**src/tccfg_defs.vh**
```
// Constants of the capture/compare channel configuration block.
// Assumes a 200 MHz clock that also serves as the sampling clock.
//
// Function
// - Preload off: compare writes apply at once.
// - Preload on: writes hit copy; update transfers.
// - Channel 1 direction: output, input 1, 2, trigger.
// - Trigger mapping works only for internal sources.
// - Direction field frozen while channel enabled.
// - Channel 2: 01 input 2, 10 input 1.
// - Channel 4: 01 input 4, 10 input 3.
// - Channel 3: 01 input 3, 10 input 4.
// - Filter flips after N agreeing samples.
// - Codes 0 to 3: full rate, N 1,2,4,8.
// - Codes 4 to 15: divided rates, listed N.
// - Prescaler held reset while capture disabled.
// - Prescaler captures every 1, 2, 4, 8 edges.
// - Channels 3 and 4 input fields in second register.
// - Channels 3 and 4 output fields in second register.
// - Channels 5 and 6 output fields in third register.
// - Channels 7 to 9 preload bits 16, 20, 24.
// - Enable register at 0x24, bits 31:24 reserved.
// - Polarity picks rising or falling capture edge.
// - Enable bit gates the capture function.
// - Capture copies counter into compare value.
`ifndef TCCFG_DEFS_VH
`define TCCFG_DEFS_VH

// ----------------------------------------------------------------------
// Register offsets
// ----------------------------------------------------------------------
`define TCCFG_CTRL_OFS 8'h08
`define TCCFG_MOD12_OFS 8'h18
`define TCCFG_MOD34_OFS 8'h1c
`define TCCFG_MOD59_OFS 8'h20
`define TCCFG_CCEN_OFS 8'h24
`define TCCFG_CMP1_OFS 8'h28
`define TCCFG_CMP2_OFS 8'h2c
`define TCCFG_CMP3_OFS 8'h30
`define TCCFG_CMP4_OFS 8'h34

// ----------------------------------------------------------------------
// Writable bit masks and reset values
// ----------------------------------------------------------------------
`define TCCFG_CTRL_MASK 32'h0000_000f
`define TCCFG_MOD12_MASK 32'h0000_ffff
`define TCCFG_MOD34_MASK 32'h0000_ffff
`define TCCFG_MOD59_MASK 32'h0111_fcfc
`define TCCFG_CCEN_MASK 32'h00cc_ffff
`define TCCFG_CMP_MASK 32'h0000_ffff
`define TCCFG_RST_VAL 32'h0000_0000

// ----------------------------------------------------------------------
// Field positions
// ----------------------------------------------------------------------
`define TCCFG_CTRL_TRIGGER_SOURCE_SEL_HI 2
`define TCCFG_CTRL_OPM_BIT 3
`define TCCFG_DIR_OUTPUT 2'b00
`define TCCFG_DIR_OWN 2'b01
`define TCCFG_DIR_PAIR 2'b10
`define TCCFG_DIR_TRIG 2'b11
`define TCCFG_RESP_OKAY 2'b00
`define TCCFG_RESP_SLVERR 2'b10

`endif

```
**src/tccfg_in_chan.v**
```verilog
// One capture input path: digital filter, edge detector and prescaler.
// Assumes the sample enable and filter length come from the parent.
module tccfg_in_chan (
  input wire clk,
  input wire rst_b,
  input wire sample_en,
  input wire [3:0] filt_len,
  input wire raw_in,
  input wire polarity,
  input wire capture_en,
  input wire [1:0] prescale,
  output reg capture_pulse
);

  reg level_q;
  reg [3:0] run_q;
  reg [2:0] evt_q;
  wire flip;
  wire edge_hit;
  reg [2:0] ratio_m1;

  // ----------------------------------------------------------------------
  // Digital filter
  // ----------------------------------------------------------------------
  // The level flips once enough consecutive samples differ from it.
  assign flip = sample_en && (raw_in != level_q) && (run_q + 4'h1 >= filt_len);

  // Count consecutive disagreeing samples; any agreeing sample restarts.
  always @(posedge clk)
  begin
    if (!rst_b)
    begin
      level_q <= 1'b0;
      run_q <= 4'h0;
    end
    else if (sample_en)
    begin
      if (raw_in == level_q)
      begin
        run_q <= 4'h0;
      end
      else if (flip)
      begin
        level_q <= raw_in;
        run_q <= 4'h0;
      end
      else
      begin
        run_q <= run_q + 4'h1;
      end
    end
  end

  // ----------------------------------------------------------------------
  // Edge detection and prescaler
  // ----------------------------------------------------------------------
  // Polarity 0 qualifies a rising edge, 1 a falling edge.
  assign edge_hit = flip && (raw_in == ~polarity);

  // Prescale ratio minus one.
  always @*
  begin
    case (prescale)
      2'b00: ratio_m1 = 3'd0;
      2'b01: ratio_m1 = 3'd1;
      2'b10: ratio_m1 = 3'd3;
      default: ratio_m1 = 3'd7;
    endcase
  end

  // Counts qualified edges; held cleared while capture is disabled.
  always @(posedge clk)
  begin
    if (!rst_b || !capture_en)
    begin
      evt_q <= 3'd0;
      capture_pulse <= 1'b0;
    end
    else
    begin
      capture_pulse <= 1'b0;
      if (edge_hit)
      begin
        if (evt_q >= ratio_m1)
        begin
          evt_q <= 3'd0;
          capture_pulse <= 1'b1;
        end
        else
        begin
          evt_q <= evt_q + 3'd1;
        end
      end
    end
  end

endmodule // tccfg_in_chan

```
**src/tccfg_top.v**
```verilog
// Capture/compare channel configuration registers with AXI4-Lite access,
// input mapping, filtering, prescaling and compare preload for channels 1-4.
// Assumes timer inputs, counter value and update pulse are synchronous to clk.
//
// The AXI4-Lite slave port is this design's own decision.
`include "tccfg_defs.vh"

module tccfg_top (
  input wire clk,
  input wire rst_b,
  input wire [7:0] s_axi_awaddr,
  input wire s_axi_awvalid,
  output reg s_axi_awready,
  input wire [31:0] s_axi_wdata,
  input wire [3:0] s_axi_wstrb,
  input wire s_axi_wvalid,
  output reg s_axi_wready,
  output reg [1:0] s_axi_bresp,
  output reg s_axi_bvalid,
  input wire s_axi_bready,
  input wire [7:0] s_axi_araddr,
  input wire s_axi_arvalid,
  output reg s_axi_arready,
  output reg [31:0] s_axi_rdata,
  output reg [1:0] s_axi_rresp,
  output reg s_axi_rvalid,
  input wire s_axi_rready,
  input wire [3:0] timer_input,
  input wire internal_trigger_signal,
  input wire [15:0] counter_value,
  input wire update_event,
  output wire [63:0] compare_active,
  output reg [3:0] capture_event,
  output reg [31:0] cfg_mod12,
  output reg [31:0] cfg_mod34,
  output reg [31:0] cfg_mod5to9,
  output reg [31:0] cfg_chan_en,
  output reg [31:0] cfg_ctrl
);

  wire aw_take;
  wire ar_take;
  wire [31:0] be_mask;
  reg [31:0] wr_word;
  reg [31:0] rd_word;
  reg rd_hit;
  reg wr_hit;
  reg [4:0] div_q;
  wire [5:0] rate_en;
  wire [63:0] cmp_read;
  wire [3:0] cap_raw;
  wire [7:0] dir_all;
  wire [15:0] filt_all;
  wire [7:0] psc_all;
  wire [3:0] pen_all;
  wire [3:0] en_all;
  wire [3:0] pol_all;
  wire trig_ok;
  wire [31:0] cmp_ofs_all;

  // ----------------------------------------------------------------------
  // Field extraction
  // ----------------------------------------------------------------------
  // Channels 3 and 4 reuse the channel 1 and 2 layout one register up.
  assign dir_all = {cfg_mod34[9:8], cfg_mod34[1:0], cfg_mod12[9:8], cfg_mod12[1:0]};
  assign filt_all = {cfg_mod34[15:12], cfg_mod34[7:4], cfg_mod12[15:12], cfg_mod12[7:4]};
  assign psc_all = {cfg_mod34[11:10], cfg_mod34[3:2], cfg_mod12[11:10], cfg_mod12[3:2]};
  // Output-mode preload enables share bit 2 and bit 10 of each register.
  assign pen_all = {cfg_mod34[10], cfg_mod34[2], cfg_mod12[10], cfg_mod12[2]};
  // Enable and polarity bits of channels 1-4 in the enable register.
  assign en_all = {cfg_chan_en[14], cfg_chan_en[10], cfg_chan_en[6], cfg_chan_en[2]};
  assign pol_all = {cfg_chan_en[15], cfg_chan_en[11], cfg_chan_en[7], cfg_chan_en[3]};
  // The trigger mapping is live only for an internal trigger source.
  assign trig_ok = ~cfg_ctrl[`TCCFG_CTRL_TRIGGER_SOURCE_SEL_HI];
  // Compare value offsets of channels 1-4, one byte each.
  assign cmp_ofs_all = {`TCCFG_CMP4_OFS, `TCCFG_CMP3_OFS, `TCCFG_CMP2_OFS, `TCCFG_CMP1_OFS};

  // ----------------------------------------------------------------------
  // Bus handshakes
  // ----------------------------------------------------------------------
  assign aw_take = s_axi_awready && s_axi_awvalid && s_axi_wvalid;
  assign ar_take = s_axi_arready && s_axi_arvalid;
  assign be_mask = {{8{s_axi_wstrb[3]}}, {8{s_axi_wstrb[2]}},
                    {8{s_axi_wstrb[1]}}, {8{s_axi_wstrb[0]}}};

  // Write channel: address and data are taken together, then one response.
  always @(posedge clk)
  begin
    if (!rst_b)
    begin
      s_axi_awready <= 1'b0;
      s_axi_wready <= 1'b0;
      s_axi_bvalid <= 1'b0;
      s_axi_bresp <= `TCCFG_RESP_OKAY;
    end
    else if (aw_take)
    begin
      s_axi_awready <= 1'b0;
      s_axi_wready <= 1'b0;
      s_axi_bvalid <= 1'b1;
      s_axi_bresp <= wr_hit ? `TCCFG_RESP_OKAY : `TCCFG_RESP_SLVERR;
    end
    else if (s_axi_bvalid)
    begin
      if (s_axi_bready)
      begin
        s_axi_bvalid <= 1'b0;
      end
    end
    else if (s_axi_awvalid && s_axi_wvalid && !s_axi_awready)
    begin
      s_axi_awready <= 1'b1;
      s_axi_wready <= 1'b1;
    end
  end

  // Read channel: one read at a time, data held until accepted.
  always @(posedge clk)
  begin
    if (!rst_b)
    begin
      s_axi_arready <= 1'b0;
      s_axi_rvalid <= 1'b0;
      s_axi_rdata <= `TCCFG_RST_VAL;
      s_axi_rresp <= `TCCFG_RESP_OKAY;
    end
    else if (ar_take)
    begin
      s_axi_arready <= 1'b0;
      s_axi_rvalid <= 1'b1;
      s_axi_rdata <= rd_word;
      s_axi_rresp <= rd_hit ? `TCCFG_RESP_OKAY : `TCCFG_RESP_SLVERR;
    end
    else if (s_axi_rvalid)
    begin
      if (s_axi_rready)
      begin
        s_axi_rvalid <= 1'b0;
      end
    end
    else if (s_axi_arvalid && !s_axi_arready)
    begin
      s_axi_arready <= 1'b1;
    end
  end

  // Read decode; reserved bits are masked to zero by the stored value.
  always @*
  begin
    rd_hit = 1'b1;
    case (s_axi_araddr)
      `TCCFG_CTRL_OFS: rd_word = cfg_ctrl;
      `TCCFG_MOD12_OFS: rd_word = cfg_mod12;
      `TCCFG_MOD34_OFS: rd_word = cfg_mod34;
      `TCCFG_MOD59_OFS: rd_word = cfg_mod5to9;
      `TCCFG_CCEN_OFS: rd_word = cfg_chan_en;
      `TCCFG_CMP1_OFS: rd_word = {16'h0000, cmp_read[15:0]};
      `TCCFG_CMP2_OFS: rd_word = {16'h0000, cmp_read[31:16]};
      `TCCFG_CMP3_OFS: rd_word = {16'h0000, cmp_read[47:32]};
      `TCCFG_CMP4_OFS: rd_word = {16'h0000, cmp_read[63:48]};
      default:
      begin
        rd_word = `TCCFG_RST_VAL;
        rd_hit = 1'b0;
      end
    endcase
  end

  // Write decode and byte-lane merge; unknown offsets answer SLVERR.
  always @*
  begin
    wr_hit = 1'b1;
    case (s_axi_awaddr)
      `TCCFG_CTRL_OFS: wr_word = cfg_ctrl;
      `TCCFG_MOD12_OFS: wr_word = cfg_mod12;
      `TCCFG_MOD34_OFS: wr_word = cfg_mod34;
      `TCCFG_MOD59_OFS: wr_word = cfg_mod5to9;
      `TCCFG_CCEN_OFS: wr_word = cfg_chan_en;
      `TCCFG_CMP1_OFS, `TCCFG_CMP2_OFS, `TCCFG_CMP3_OFS, `TCCFG_CMP4_OFS: wr_word = `TCCFG_RST_VAL;
      default:
      begin
        wr_word = `TCCFG_RST_VAL;
        wr_hit = 1'b0;
      end
    endcase
    wr_word = (wr_word & ~be_mask) | (s_axi_wdata & be_mask);
  end

  // ----------------------------------------------------------------------
  // Configuration registers
  // ----------------------------------------------------------------------
  // Direction fields keep their value while the channel is enabled.
  always @(posedge clk)
  begin
    if (!rst_b)
    begin
      cfg_ctrl <= `TCCFG_RST_VAL;
      cfg_mod12 <= `TCCFG_RST_VAL;
      cfg_mod34 <= `TCCFG_RST_VAL;
      cfg_mod5to9 <= `TCCFG_RST_VAL;
      cfg_chan_en <= `TCCFG_RST_VAL;
    end
    else if (aw_take)
    begin
      case (s_axi_awaddr)
        `TCCFG_CTRL_OFS: cfg_ctrl <= wr_word & `TCCFG_CTRL_MASK;
        `TCCFG_MOD12_OFS:
        begin
          cfg_mod12 <= wr_word & `TCCFG_MOD12_MASK;
          if (en_all[0]) cfg_mod12[1:0] <= cfg_mod12[1:0];
          if (en_all[1]) cfg_mod12[9:8] <= cfg_mod12[9:8];
        end
        `TCCFG_MOD34_OFS:
        begin
          cfg_mod34 <= wr_word & `TCCFG_MOD34_MASK;
          if (en_all[2]) cfg_mod34[1:0] <= cfg_mod34[1:0];
          if (en_all[3]) cfg_mod34[9:8] <= cfg_mod34[9:8];
        end
        `TCCFG_MOD59_OFS: cfg_mod5to9 <= wr_word & `TCCFG_MOD59_MASK;
        `TCCFG_CCEN_OFS: cfg_chan_en <= wr_word & `TCCFG_CCEN_MASK;
        default: cfg_ctrl <= cfg_ctrl;
      endcase
    end
  end

  // ----------------------------------------------------------------------
  // Sample-rate divider
  // ----------------------------------------------------------------------
  // Free-running count gives enables at the sample clock over 1 to 32.
  always @(posedge clk)
  begin
    if (!rst_b)
    begin
      div_q <= 5'd0;
    end
    else
    begin
      div_q <= div_q + 5'd1;
    end
  end

  assign rate_en[0] = 1'b1;

  genvar k;
  generate
    for (k = 1; k < 6; k = k + 1)
    begin : g_rate
      assign rate_en[k] = &div_q[k-1:0];
    end
  endgenerate

  // Filter code to sample-rate index.
  function [2:0] tccfg_rate_sel;
    input [3:0] code;
    begin
      case (code)
        4'h0, 4'h1, 4'h2, 4'h3: tccfg_rate_sel = 3'd0;
        4'h4, 4'h5: tccfg_rate_sel = 3'd1;
        4'h6, 4'h7: tccfg_rate_sel = 3'd2;
        4'h8, 4'h9: tccfg_rate_sel = 3'd3;
        4'ha, 4'hb, 4'hc: tccfg_rate_sel = 3'd4;
        default: tccfg_rate_sel = 3'd5;
      endcase
    end
  endfunction

  // Filter code to the number of agreeing samples.
  function [3:0] tccfg_filt_len;
    input [3:0] code;
    begin
      case (code)
        4'h0: tccfg_filt_len = 4'd1;
        4'h1: tccfg_filt_len = 4'd2;
        4'h2: tccfg_filt_len = 4'd4;
        4'h3, 4'h5, 4'h7, 4'h9, 4'hc, 4'hf: tccfg_filt_len = 4'd8;
        4'h4, 4'h6, 4'h8, 4'hb, 4'he: tccfg_filt_len = 4'd6;
        default: tccfg_filt_len = 4'd5;
      endcase
    end
  endfunction

  // ----------------------------------------------------------------------
  // Per-channel input mapping, capture and compare value
  // ----------------------------------------------------------------------
  genvar i;
  generate
    for (i = 0; i < 4; i = i + 1)
    begin : g_ch
      reg [15:0] pre_q;
      reg [15:0] act_q;
      reg mapped;
      wire [1:0] dir;
      wire [3:0] filt;
      wire is_input;
      wire cmp_wr;

      assign dir = dir_all[2*i+1:2*i];
      assign filt = filt_all[4*i+3:4*i];
      assign is_input = (dir != `TCCFG_DIR_OUTPUT);

      // Own input for 01, neighbour of the pair for 10, trigger for 11.
      always @*
      begin
        case (dir)
          `TCCFG_DIR_OWN: mapped = timer_input[i];
          `TCCFG_DIR_PAIR: mapped = timer_input[i^1];
          `TCCFG_DIR_TRIG: mapped = internal_trigger_signal & trig_ok;
          default: mapped = 1'b0;
        endcase
      end

      tccfg_in_chan u_in (
        .clk(clk),
        .rst_b(rst_b),
        .sample_en(rate_en[tccfg_rate_sel(filt)]),
        .filt_len(tccfg_filt_len(filt)),
        .raw_in(mapped),
        .polarity(pol_all[i]),
        .capture_en(en_all[i] & is_input),
        .prescale(psc_all[2*i+1:2*i]),
        .capture_pulse(cap_raw[i])
      );

      assign cmp_wr = aw_take && !is_input &&
                      (s_axi_awaddr == cmp_ofs_all[8*i+7:8*i]);

      // Compare value with preload copy; capture overwrites both copies.
      always @(posedge clk)
      begin
        if (!rst_b)
        begin
          pre_q <= 16'h0000;
          act_q <= 16'h0000;
          capture_event[i] <= 1'b0;
        end
        else
        begin
          capture_event[i] <= cap_raw[i] & is_input;
          if (cap_raw[i] && is_input)
          begin
            pre_q <= counter_value;
            act_q <= counter_value;
          end
          else
          begin
            if (cmp_wr)
            begin
              pre_q <= (pre_q & ~be_mask[15:0]) | (s_axi_wdata[15:0] & be_mask[15:0]);
            end
            if (cmp_wr && !pen_all[i])
            begin
              act_q <= (pre_q & ~be_mask[15:0]) | (s_axi_wdata[15:0] & be_mask[15:0]);
            end
            else if (update_event && pen_all[i] && !is_input)
            begin
              act_q <= pre_q;
            end
          end
        end
      end

      assign cmp_read[16*i+15:16*i] = pre_q;
      assign compare_active[16*i+15:16*i] = act_q;
    end
  endgenerate

endmodule // tccfg_top

```
**config.mk**
```make
export PLATFORM = sky130hd
export DESIGN_NAME = tccfg_top
export DESIGN_NICKNAME = d
export VERILOG_FILES = /design/src/tccfg_in_chan.v /design/src/tccfg_top.v
export VERILOG_INCLUDE_DIRS = /design/src
export SDC_FILE = /design/constraint.sdc
export NUM_CORES = 1
export LEC_CHECK = 0
export ABC_AREA = 0
export BUFFER_PORTS_ARGS = -buffer_cell sky130_fd_sc_hd__buf_2
export CORE_MARGIN = 4
export CORE_UTILIZATION = 50
export DETAILED_ROUTE_END_ITERATION = 12
export PLACE_DENSITY = 0.74
export SLEW_MARGIN = 5
export SYNTH_ARGS = -nofsm -noshare
export SYNTH_HDL_FRONTEND = slang
export SYNTH_SLANG_ARGS = --single-unit
```
**constraint.sdc**
```tcl
create_clock -name clk -period 3 [get_ports clk]
set_input_delay 0.15 -clock clk [delete_from_list [all_inputs] [get_ports clk]]
set_output_delay 0.15 -clock clk [all_outputs]
set_load 0.05 [all_outputs]
```
Word-level counts from Yosys, hierarchy flattened
Memories as Yosys holds them, arrays and structs flattened. A register that Yosys moved wholly into a read port is not among the register bits.
Cells that the tools add are included.
{ "totals": {"regBits": 284, "romBits": 448, "in_bits": 81, "out_inout_bits": 269, "memories": 8} }
{ "classes": {"addsub": 9, "n_lt_le_gt_ge": 12, "n_eq_ne": 50, "n_mux": 80, "bitwise_logic": 43, "n_reduce_logical": 104} }
{ "mem_list": {"columns": ["memory", "words", "width", "read_ports", "rd_clocked_by_memory_dff", "write_ports", "line", "text"], "rows": [
  ["(name not given)", 16, 4, 1, 1, 0, "tccfg_top.v:271", "case (code)"],
  ["(name not given)", 16, 4, 1, 1, 0, "tccfg_top.v:271", null],
  ["(name not given)", 16, 4, 1, 1, 0, "tccfg_top.v:271", null],
  ["(name not given)", 16, 4, 1, 1, 0, "tccfg_top.v:271", null],
  ["(name not given)", 16, 3, 1, 1, 0, "tccfg_top.v:256", "case (code)"],
  ["(name not given)", 16, 3, 1, 1, 0, "tccfg_top.v:256", null],
  ["2 more memories", null, null, null, null, null, null, null]
]} }
{ "ops": {"columns": ["cell", "n"], "rows": [
  ["16-bit two-way mux", 20],
  ["25-bit case mux with 9 select lines", 1],
  ["25-bit case mux with 5 select lines", 1],
  ["8-bit by 6-bit equality test with 1-bit output (second input constant)", 12],
  ["4-bit two-way mux", 24],
  ["16-bit AND", 5],
  ["16-bit OR", 4],
  ["25-bit AND", 2],
  ["1-bit logical AND", 42],
  ["3-bit case mux with 3 select lines", 4],
  ["8-bit by 5-bit equality test with 1-bit output (second input constant)", 4],
  ["3-bit AND reduction", 9],
  ["25-bit NOT", 1],
  ["25-bit OR", 1],
  ["2-bit equality test (second input constant)", 12],
  ["1-bit NOT", 20],
  ["9-bit OR reduction", 2],
  ["4-bit by 1-bit adder with 4-bit output (second input constant)", 4],
  ["2-bit by 1-bit equality test with 1-bit output (second input constant)", 8],
  ["8-bit by 4-bit equality test with 1-bit output (second input constant)", 2],
  ["4-bit greater-or-equal comparator", 4],
  ["3-bit by 4-bit less-than comparator with 1-bit output (second input constant)", 4],
  ["1-bit two-way mux", 16],
  ["16-bit NOT", 1],
  ["19 further kinds", 95]
]} }

Depth between registers and ports, before layout
{ "depth": {"word_depth": 9, "mapped_depth": 12, "depth_no_buf": 9} }

Hierarchy
From an unflattened synthesis, not the netlist that was laid out.
{ "hier_totals": {"cells_unflattened": 1978, "area_unflattened_um2": 17546.8} }
{ "modules_own_cells": {"columns": ["mod", "instances", "cells_per_inst", "area_each_um2"], "rows": [
  ["tccfg_top", 1, 1694, 14929.3],
  ["tccfg_in_chan", 4, 71, 654.4]
]} }

Worst setup path before layout
No wires, ideal clock.
{ "synth_timing": {"kind": "register to register", "from": "register s_axi_wready (netlist name)", "to": "register g_ch[2].u_in.filt_len[1] (netlist name)", "setup_time_ns": 0.123, "arrival_ns": 2.904, "required_ns": 2.877, "path_slack_ns": -0.028, "path_stages_with_launch": 10, "path_cell_list": "dfxtp_1 > nand3_1 > nor4_1 > buf_2 > nor2_1 > a211oi_2 > inv_1 > ha_1 > nor3b_1 > a211oi_1"} }

Worst setup path after layout
{ "layout_timing": {"from": "input port s_axi_awaddr[1]", "to": "register cfg_mod5to9[24]"} }
{ "layout_via": {"elab_chain_cells": 4, "elab_cells_between_ends": 9} }
{ "layout_rtl": {"columns": ["element", "line", "text"], "rows": [
  ["from (decl)", "tccfg_top.v:11", "input wire [7:0] s_axi_awaddr,"],
  ["8-bit by 6-bit equality test with 1-bit output, or another cell as far along", "tccfg_top.v:173", "case (s_axi_awaddr)"],
  ["25-bit case mux with 5 select lines", "tccfg_top.v:173", null],
  ["25-bit AND", "tccfg_top.v:186", "wr_word = (wr_word & ~be_mask) | (s_axi_wdata & be_mask);"],
  ["25-bit OR", "tccfg_top.v:186", null],
  ["to (signal assigned)", "tccfg_top.v:200", "cfg_mod5to9 <= `TCCFG_RST_VAL;"],
  ["to (signal assigned)", "tccfg_top.v:219", "`TCCFG_MOD59_OFS: cfg_mod5to9 <= wr_word & `TCCFG_MOD59_MASK;"],
  ["to (decl)", "tccfg_top.v:36", "output reg [31:0] cfg_mod5to9,"]
]} }
Parallel ways exist; a longest one is shown, timed or not.
A chain may end at the register's enable or synchronous reset.

==> results.py <==
metrics = {
    "logic_synthesis": {
        "avgSynthCellArea_um2": 8.38,
        "yosys-top-cells-count": "301 x dfxtp_1, 247 x nand2_1, 135 x a21oi_1, 124 x nor2_1, 116 x clkbuf_1",
        "synth.area.top_cells": "dfxtp_1 36%, mux2i_1 5.6%, nand2_1 5.5%",
        "ys_types": 87,
        "ys_ff_latch": 301,
        "syn_inst": 2023,
        "ys_dominant_reg_cell": "dfxtp_1",
        "yosysMostFrequentCell": "dfxtp_1",
        "yosysSeqAreaShare_pct": 35.5,
        "synth_top_area_cell": "dfxtp_1",
        "synth-edff-count": 0,
        "synth-async-reset-ratio_pct": 0,
        "syn-cell-area_um2": 17000,
        "yosysTopAreaCellShare_pct": 35.5,
        "yosysWarnings": 0,
    },
    "setup_path": {
        "critical_path_arrival_ns": 3.24,
        "end_kind": "flip-flop",
        "cp.required_ns": 3.46,
        "criticalPathCategory": "in -> reg",
        "setup.worst_path.start_class": "input port",
        "worstPathMaxFanout": 24,
    },
    "sta": {
        "fin_ws_ns": 0.218,
        "maxSlewViolCount": 0,
        "worst_pin_slew_ns": 1.42,
        "skew_ns": 0.0261,
        "relSlewSlack_pct": 5.22,
        "setup_tns_ns": 0,
        "setup_viol": 0,
        "period_minus_slack_ns": 2.78,
        "rsz0062_at_grt": "false",
        "hold_viol": 0,
        "fmax_mhz": 359,
        "period_share_pct": 92.7,
    },
    "clocking": {
        "clock_sinks": 301,
        "numCtsBuffers": 35,
        "cts_tree": "yes",
        "clkSlewWorstSetupHoldPaths_ns": 0.06,
        "cts_setup_buffers": 0,
        "clock_latency_ns": 0.54,
        "cts.path.max_buffers": 3,
        "cts_root_buf": "clkbuf_16",
        "htree_num_levels": 2,
    },
    "final_layout": {
        "fin_nets": 2424,
        "utilization_pct": 59.5,
        "final_design_area_no_fill_um2": 20000,
        "drive_gt1_share_pct": 21.1,
        "stdcell_count": 2757,
        "synthToLayoutAreaGrowth_pct": 17.7,
    },
    "floorplan": {
        "dieArea_um2": 36900,
        "dieWidth_um": 192,
        "pin_count": 350,
        "fp-row-count": 67,
        "start_util_pct": 50.6,
        "die_h_um": 192,
        "core_region_area_um2": 33500,
    },
    "power_and_ir_drop": {
        "seqPwrFrac_pct": 45.0,
        "p_int_mw": 6.53,
        "leakagePower_nw": 8.23,
        "p_per_area_nw_per_um2": 447,
        "ir_worst_vdd_uv": 355,
        "sw_frac_of_total_pct": 26.8,
        "p_switching_mw": 2.39,
        "clkPwrFrac_pct": 47.1,
        "combPwrFrac_pct": 7.9,
    },
    "placement": {
        "dp_cells": 2668,
        "port_buffers": 240,
        "gp_congestion": 0.983,
        "pre_cts_ws_ns": 0.135,
        "placed_cell_area_um2": 18600,
        "dpl.hpwl_mm": 46.5,
    },
    "global_route": {
        "antenna_found_initial": 5,
        "grt_pass1_wl_mm": 93.0,
        "grt_pass1_vias": 15900,
        "grt_max_degree": 64,
        "grt_usage_pct": 32.2,
        "overflow": 0,
    },
    "drt": {
        "drtIter0Drc": 1979,
        "num_vias": 17200,
        "wl_per_cell_um": 22.8,
        "wl_mm": 62.7,
        "first_pass_iters": 7,
        "ant_nets": 0,
        "viasPerCell": 6.23,
        "drc": 0,
    },
    "job": {
        "max_cap_viol_count": 0,
    },
    "run_status": {
        "status": "complete, no violations",
    },
    "hold_path": {
        "min_path_type": "in -> reg",
    },
}
kinds of logic (layout without fill, tap and decap cells):
family	count (synthesis)	in the layout	share of synthesized area, %
other cells	1	101	0.0221
simple gates	660	660	19.4
xor+xnor	9	9	0.465
fa+ha+maj	59	59	4.35
buf+inv	320	506	9.64
flops	301	301	35.5
mux	110	110	6.60
compound gates	563	563	23.9
placed cells by master (no fill, tap or decap), types with 19 or more instances in the layout:
master         instances
a32o_1                22
or2_2                 40
nand3_1               63
buf_4                 99
nor2_1               124
buf_2                240
inv_1                 73
nand2_1              247
nor2b_1               31
nor3_1                28
and2_1                19
a22oi_1               72
clkbuf_16             36
dlygate4sd3_1         27
a211oi_1              37
a21o_1                24
a311oi_1              33
dfxtp_1              300
nand4_1               21
mux2i_1               95
a31oi_1               29
conb_1               100
a22o_1                44
a21oi_1              134
o21ai_0               40
ha_1                  59
final cells by class:
class / instances / area, um2
Fill cell: 2971 / 13600
Multi-Input combinational cell: 1501 / 9730
Sequential cell: 301 / 6030
Timing Repair Buffer: 367 / 2230
Clock buffer: 48 / 986
Tap cell: 448 / 561
Inverter: 78 / 295
Clock inverter: 13 / 120
Antenna cell: 1 / 2.50
per-stage QoR:
stage                     hold slack [ns]  power (mW)
after floorplan                     0.268        4.68
after global placement              0.415        4.76
after detailed placement            0.415        4.77
after CTS                         0.00193        8.90
after global routing               0.0138        9.12
final                             0.00957        8.92
routing by layer:
metal  track usage [%]  share of wire [%]  routed length [um]  vias to the layer above
met5                 0              0.043                  27                        -
met4              12.8                4.4                2790                        4
met3              6.51                 11                6700                      177
met2              49.9                 44               27700                     1067
met1              44.0                 41               25500                     8197
li1                  -                  -                   -                     7722
critical path, stage by stage:
cell	delay (ns)
buf_2	0.12
or4_4	0.67
buf_4	0.25
nor4_4	0.25
buf_4	0.36
nand3_1	0.13
dlygate4sd3_1	0.59
a21oi_1	0.15
dlygate4sd3_1	0.56
power by group through the flow:
stage	registers [mW]	logic [mW]	clock network, mW
2_1_floorplan	4.11	0.570	0
3_3_place_gp	4.10	0.662	0
3_5_place_dp	4.10	0.667	0
4_1_cts	4.01	0.689	4.20
5_1_grt	4.01	0.734	4.37
6_report	4.01	0.707	4.20
repair_timing:
item,4_1_cts,5_1_grt
endpoints found under the hold margin,28,0
hold buffers,27,0
gates resized for setup,0,0
endpoints found under the setup margin,0,0
final timing paths:
| kind | from | end | slack, ns | depth (start not counted) |
|---|---|---|---|---|
| worst max-delay path | s_axi_awaddr[1] | cfg_mod5to9[24] | 0.22 | 9 |
| worst min-delay path | s_axi_awaddr[7] | s_axi_bresp[1] | 0.01 | 3 |
| worst max register to register | s_axi_wready | cfg_mod5to9[24] | 0.25 | 8 |
| worst min register to register | g_ch[0].act_q[0] | g_ch[0].act_q[0] | 0.46 | 2 |
registers in the layout, summed over array words and instances, names as in the netlist, 16 cells and up, named ones only:
| register | count |
|---|---|
| g_ch.u_in.filt_len | 16 |
| s_axi_rdata | 23 |
| g_ch.act_q | 64 |
| cfg_mod34 | 16 |
| g_ch.u_in.run_q | 16 |
| cfg_chan_en | 20 |
| g_ch.pre_q | 64 |
| cfg_mod12 | 16 |
Note: power is estimated with default switching activity, not from simulation.
